[config.mk]
export PLATFORM = sky130hd
export DESIGN_NAME = watchdog_timer
export DESIGN_NICKNAME = d
export VERILOG_FILES = /design/src/hw/watchdog_pkg.sv /design/src/hw/watchdog_timer.sv
export SDC_FILE = /design/constraint.sdc
export NUM_CORES = 1
export LEC_CHECK = 0
export BUFFER_PORTS_ARGS = -buffer_cell sky130_fd_sc_hd__buf_4
export CAP_MARGIN = 20
export CORE_MARGIN = 4
export CORE_UTILIZATION = 45
export DETAILED_ROUTE_END_ITERATION = 16
export PLACE_DENSITY = 0.85
export SLEW_MARGIN = 20
export SYNTH_ARGS = -nofsm -noshare
export SYNTH_HDL_FRONTEND = slang
export SYNTH_SLANG_ARGS = --single-unit
[constraint.sdc]
create_clock -name pclk -period 3.4 [get_ports pclk]
set_input_delay 0.34 -clock pclk [delete_from_list [all_inputs] [get_ports pclk]]
set_output_delay 0.34 -clock pclk [all_outputs]
set_load 0.01 [all_outputs]
[src/hw/watchdog_pkg.sv]
package watchdog_pkg;

	////////////////////////////////////////////////////////////////////////////////
	// Register map: printed offsets are indexes, byte address is four times that
	localparam int unsigned    ADDR_W            = 20;
	localparam int unsigned    DATA_W            = 32;
	localparam int unsigned    REG_W             = 8;
	localparam logic [ADDR_W-1:0] CTRL_INDEX     = 20'h05040;
	localparam logic [ADDR_W-1:0] STATUS_INDEX   = 20'h05041;
	localparam logic [ADDR_W-1:0] CTRL_ADDR      = ADDR_W'(CTRL_INDEX * 4);
	localparam logic [ADDR_W-1:0] STATUS_ADDR    = ADDR_W'(STATUS_INDEX * 4);

	////////////////////////////////////////////////////////////////////////////////
	// Control register fields
	localparam int unsigned    KEY_LSB           = 0;
	localparam int unsigned    KEY_W             = 4;
	localparam int unsigned    CLEAR_BIT         = 4;
	localparam logic [3:0]     KEY_STOP          = 4'ha;
	localparam logic [3:0]     KEY_RESET_VAL     = 4'ha;

	////////////////////////////////////////////////////////////////////////////////
	// Status register fields
	localparam int unsigned    FLAG_BIT          = 0;
	localparam int unsigned    ACTION_BIT        = 1;
	localparam logic           ACTION_NMI        = 1'b0;
	localparam logic           ACTION_RESET      = 1'b1;
	localparam logic           ACTION_RESET_VAL  = 1'b0;
	localparam logic           FLAG_RESET_VAL    = 1'b0;

	////////////////////////////////////////////////////////////////////////////////
	// Timing: overflow after this many low-speed oscillator periods
	localparam int unsigned    LOW_OSC_PERIODS   = 131072;
	localparam int unsigned    TICK_DIVIDER      = 128;
	localparam int unsigned    TICKS_PER_OVF     = LOW_OSC_PERIODS / TICK_DIVIDER;

	////////////////////////////////////////////////////////////////////////////////
	// Bus answer codes
	localparam logic [REG_W-1:0] READ_ZERO       = 8'h00;

endpackage : watchdog_pkg

[src/hw/watchdog_timer.sv]
// Chosen here: the APB interface to the registers.
`timescale 1ns/1ps
// What this block does
// - Counter advances only on the 256 Hz tick (low oscillator divided by 128).
// - Uncleared for 131072 low oscillator periods, an overflow raises NMI or reset.
// - Action select 0 (default) gives NMI; 1 gives reset request.
// - Four-bit run key stops counting at 0b1010, counts otherwise; read/write.
// - Run key resets to 0b1010, so the watchdog starts stopped.
// - Stopping keeps the count; restart resumes from it.
// - Writing 1 to control bit 4 zeroes the counter; full period restarts.
// - Clear bit: writing 0 does nothing, reads always return 0.
// - NMI overflow sets read-only status flag bit 0; flag resets to 0.
// - The counter clear write also clears the status flag.
// - In HALT the watchdog keeps counting; its request ends HALT.
// - In SLEEP the tick is absent; count holds, no overflow.
// - Both registers are 8 bits; reserved bits read 0.
// - Flag is also set on overflow with reset selected; initial reset clears it.
module watchdog_timer
	import watchdog_pkg::*;
#(
	parameter int unsigned TICKS = watchdog_pkg::TICKS_PER_OVF
) (
	// Clock and reset
	input  wire logic                              pclk,
	input  wire logic                              presetn,
	// APB slave
	input  wire logic                              psel,
	input  wire logic                              penable,
	input  wire logic                              pwrite,
	input  wire logic [watchdog_pkg::ADDR_W-1:0]   paddr,
	input  wire logic [watchdog_pkg::DATA_W-1:0]   pwdata,
	input  wire logic [watchdog_pkg::DATA_W/8-1:0] pstrb,
	output logic      [watchdog_pkg::DATA_W-1:0]   prdata,
	output logic                                   pready,
	output logic                                   pslverr,
	// Operating tick from the oscillator block, asynchronous to pclk
	input  wire logic                              tick_256hz,
	// Requests toward the CPU core and reset logic
	output logic                                   nmi_req,
	output logic                                   reset_req
);
	import watchdog_pkg::*;

	localparam int unsigned CNT_W = $clog2(TICKS);
	localparam logic [CNT_W-1:0] CNT_MAX  = CNT_W'(TICKS - 1);
	localparam logic [CNT_W-1:0] CNT_ZERO = '0;

	////////////////////////////////////////////////////////////////////////////////
	// All state of the block
	typedef struct packed {
		logic             tick_s1;
		logic             tick_s2;
		logic             tick_s3;
		logic [CNT_W-1:0] count;
		logic [KEY_W-1:0] run_key;
		logic             action_sel;
		logic             ovf_flag;
		logic             nmi_q;
		logic             rst_q;
		logic [REG_W-1:0] rdata;
		logic             ready;
		logic             slverr;
	} state_t;

	state_t state_reg;
	state_t state_next;

	logic             tick_rise;
	logic             running;
	logic             setup_ph;
	logic             wr_commit;
	logic             hit_ctrl;
	logic             hit_status;
	logic             clear_req;
	logic             ovf_event;

	////////////////////////////////////////////////////////////////////////////////
	// Decode and events
	always_comb begin
		// Edge of the synchronised tick; only stage two and three are looked at
		tick_rise  = state_reg.tick_s2 & ~state_reg.tick_s3;
		running    = (state_reg.run_key != KEY_STOP);
		setup_ph   = psel & ~penable;
		wr_commit  = psel & penable & state_reg.ready & pwrite & pstrb[0];
		hit_ctrl   = (paddr == CTRL_ADDR);
		hit_status = (paddr == STATUS_ADDR);
		clear_req  = wr_commit & hit_ctrl & pwdata[CLEAR_BIT];
		// A clear in the same cycle as the last tick wins: a fresh period starts
		ovf_event  = tick_rise & running & ~clear_req & (state_reg.count == CNT_MAX);
	end

	////////////////////////////////////////////////////////////////////////////////
	// Next-state logic
	always_comb begin
		state_next         = state_reg;
		state_next.tick_s1 = tick_256hz;
		state_next.tick_s2 = state_reg.tick_s1;
		state_next.tick_s3 = state_reg.tick_s2;

		// Counter: keeps its value while stopped or while no tick arrives (SLEEP)
		if (clear_req) begin
			state_next.count = CNT_ZERO;
		end else if (tick_rise && running) begin
			state_next.count = state_reg.count + CNT_W'(1);
		end

		// One request pulse per overflow, steered by the select bit now in force
		state_next.nmi_q = ovf_event & (state_reg.action_sel == ACTION_NMI);
		state_next.rst_q = ovf_event & (state_reg.action_sel == ACTION_RESET);

		// Flag: overflow sets it in either mode, the clear write drops it
		if (ovf_event) begin
			state_next.ovf_flag = 1'b1;
		end else if (clear_req) begin
			state_next.ovf_flag = 1'b0;
		end

		// Register writes; the flag itself is read-only
		if (wr_commit && hit_ctrl) begin
			state_next.run_key = pwdata[KEY_LSB +: KEY_W];
		end
		if (wr_commit && hit_status) begin
			state_next.action_sel = pwdata[ACTION_BIT];
		end

		// APB answer prepared in the setup cycle, so access needs no wait state
		state_next.ready  = setup_ph;
		state_next.slverr = setup_ph & ~(hit_ctrl | hit_status);
		state_next.rdata  = READ_ZERO;
		if (setup_ph && !pwrite && hit_ctrl) begin
			state_next.rdata[KEY_LSB +: KEY_W] = state_reg.run_key;
		end else if (setup_ph && !pwrite && hit_status) begin
			state_next.rdata[ACTION_BIT] = state_reg.action_sel;
			state_next.rdata[FLAG_BIT]   = state_reg.ovf_flag;
		end
	end

	////////////////////////////////////////////////////////////////////////////////
	// State register
	always_ff @(posedge pclk or negedge presetn) begin
		if (!presetn) begin
			state_reg            <= '0;
			state_reg.run_key    <= KEY_RESET_VAL;
			state_reg.action_sel <= ACTION_RESET_VAL;
			state_reg.ovf_flag   <= FLAG_RESET_VAL;
		end else begin
			state_reg <= state_next;
		end
	end

	////////////////////////////////////////////////////////////////////////////////
	// Outputs, all straight from the state register
	assign prdata    = {{(DATA_W-REG_W){1'b0}}, state_reg.rdata};
	assign pready    = state_reg.ready;
	assign pslverr   = state_reg.slverr;
	assign nmi_req   = state_reg.nmi_q;
	assign reset_req = state_reg.rst_q;
endmodule // watchdog_timer

==> results.cfg <==
[setup_path]
crit_start = state_reg[28]
crit_chain = nand2b_1 > or3_4 > or4_4 > a21oi_2
worstPathArrival_ns = 1.94
crit_family = simple AND/OR/NAND/NOR gates
timing.rr.start = state_reg[28]
reg2reg_slack_ns = 1.73
cp_max_fo = 5
reg2reg_depth = 4
required_ns = 3.67
critPathSlowestCell = or3_4
cp.depth = 4
path_class = flop to flop
r2r_end = state_reg[27]
slowest_delay_ns = 0.44
start_kind = flop
crit_path_end_kind = flop
cp.buffers_inverters = 0
cp-endpoint = state_reg[27]

[floorplan]
io_pins = 98
rows = 20
die_w_um = 65.4
die-area_um2 = 4270
initial_utilization_pct = 47.7
die_h_um = 65.4
core_um2 = 3100

[sta]
fin_ws_ns = 1.73
skew_ns = 0.00172
hold_viol = 0
layout_worst_path_cycle_share_pct = 49.0
period_needed_ns = 1.67
setup-tns-final_ns = 0
rsz0062_at_grt = no
finalMaxSlewViolations = 0
setup_viol = 0
fmax_mhz = 600

[synthesis]
synth_top_area_share_pct = 42.3
synthCells = 138
synth_cell_type_count = 39
yosysTopAreaCell = dfrtp_1
synth-seq-cells = 27
avgSynthCellArea_um2 = 10.7
seq_area_frac_synth_pct = 45.8
synthTopCellsByArea = dfrtp_1 42%, buf_4 16%, dfstp_2 3.6%
yosys_warnings = 0
synth_area_um2 = 1480

[power_and_ir_drop]
p_leak_uw = 0.000812
peakVddDrop_mv = 0.185
p_per_area_nw_per_um2 = 428

[placement]
post-place-ws_ns = 1.52
dp_hpwl_mm = 2.16
gp_congestion = 0.752
io_buffers = 39

[cells_and_area]
multi_input_area_um2 = 643
n_antenna_cell = 0
drive_gt1_share_pct = 34.1
n_fill_cell = 281
final_nets = 240
seq_area_um2 = 678
largest_reg_flops = 17
layout_commonest_cell = buf_4
final_cell_mix = 40 x buf_4, 28 x conb_1, 25 x dfrtp_1, 12 x nor2_1
area_growth_pct = 16.5

[clock_tree]
insertion_delay_ns = 0.33
cts_tree = yes
clock_sinks = 27
clockBufferDepth = 2
numCtsBuffers = 3
root_buffer = clkbuf_4
cts_resized = 0
htree_levels = 1
path_clk_slew_ns = 0.14

[global_routing]
grt_usage_pct = 13.4
grt_overflow = 0
grt_max_degree = 28
antenna_found_initial = 0
grt_pass1_vias = 946
grt_pass1_wl_mm = 4.26

[routing]
ant_nets = 0
routed_wl_mm = 2.73
drt_pre_antenna_iters = 4
wl_per_cell_um = 12.4
drt_iter0_markers = 25
viasPerCell = 4.69
route.detailed.drc = 0
vias = 1031

[worst_hold_path]
hp-class = input pin to flop
hp-start = tick_256hz

[run]
maxCapViolCount = 0

[status]
outcome = finished clean
-- worst min-delay path by stage --
stage                           endpoint  cells past startpoint
after global routing      state_next[29]                      1
after floorplan                  nmi_req                      0
after global placement         prdata[3]                      1
final                     state_next[29]                      1
after CTS                 state_next[29]                      1
after detailed placement       prdata[3]                      1
-- cells in the mapped netlist (all sizes together) --
| cell | n |
|---|---|
| a21oi | 4 |
| and4 | 1 |
| and4b | 1 |
| and4bb | 3 |
| buf | 33 |
| clkbuf | 1 |
| conb | 1 |
| dfrtp | 25 |
| dfstp | 2 |
| ha | 1 |
| inv | 3 |
| mux2 | 5 |
| mux2i | 2 |
| nand2 | 5 |
| nand2b | 2 |
| nand3 | 4 |
| nand3b | 2 |
| nand4 | 2 |
| nor2 | 12 |
| nor3 | 5 |
| nor3b | 4 |
| nor4 | 4 |
| nor4b | 1 |
| nor4bb | 1 |
| o21ai | 2 |
| o31ai | 1 |
| or3 | 2 |
| or4 | 2 |
| xnor2 | 5 |
| xor2 | 2 |
-- logic make-up (layout without fill, tap and decap cells) --
| logic type | after synthesis | in the layout | synth area share [%] |
|---|---|---|---|
| and+or+nand+nor | 51 | 51 | 23.4 |
| buffers and inverters | 37 | 48 | 17.6 |
| DFF | 27 | 27 | 45.8 |
| AOI/OAI and AO/OA | 7 | 7 | 2.79 |
| xor gates and xnor gates | 7 | 7 | 4.14 |
| muxes | 7 | 7 | 5.16 |
| adders and majority gates | 1 | 1 | 0.845 |
| other | 1 | 28 | 0.253 |
-- report_power, final --
| group | internal [uW] | switching, uW | total (uW) | leakage (uW) |
|---|---|---|---|---|
| clock network | 46.1 | 93.8 | 140 | 0.0000150 |
| logic | 84.0 | 82.0 | 166 | 0.000464 |
| registers | 374 | 58.3 | 433 | 0.000333 |
| total | 505 | 234 | 739 | 0.000812 |
-- worst register-to-register path: stages (launching register included) --
cell      delay (ns)
dfrtp_1         0.39
nand2b_1        0.22
or3_4           0.44
or4_4           0.42
a21oi_2         0.13
-- final cells by class --
type	instances	share of cell area (%)
flip-flops and latches	27	39.3
multi-input cells	101	37.3
repair buffers	41	18.0
well taps	44	3.19
clock buffers	4	1.52
inverters	3	0.653
-- layer usage --
metal | global-route usage (%) | routed length, um | up-vias | share of wire [%]
li1 | - | - | 493 | -
met1 | 16.2 | 1060 | 501 | 39
met2 | 22.9 | 1480 | 30 | 54
met3 | 2.05 | 131 | 7 | 4.8
met4 | 6.74 | 61 | 0 | 2.2
met5 | 0 | 0 | - | 0
-- per-stage QoR --
stage          total power, uW  cell area, um2  hold WS [ns]  utilization [%]  cells
4_1_cts                    742            1720        0.0988             55.6    220
2_1_floorplan              558            1580        0.0444                -    165
6_report                   739            1720         0.104             55.6    220
5_1_grt                    796            1720        0.0867             55.6    220
3_5_place_dp               603            1690         0.269             54.4    215
3_3_place_gp               591            1690         0.268             54.4    215
-- repair_timing --
| item | CTS | global route |
|---|---|---|
| hold endpoints to repair | 25 | 0 |
| hold buffers | 1 | 0 |
| setup buffers | 0 | 0 |
Note: power is estimated with default switching activity, not from simulation.
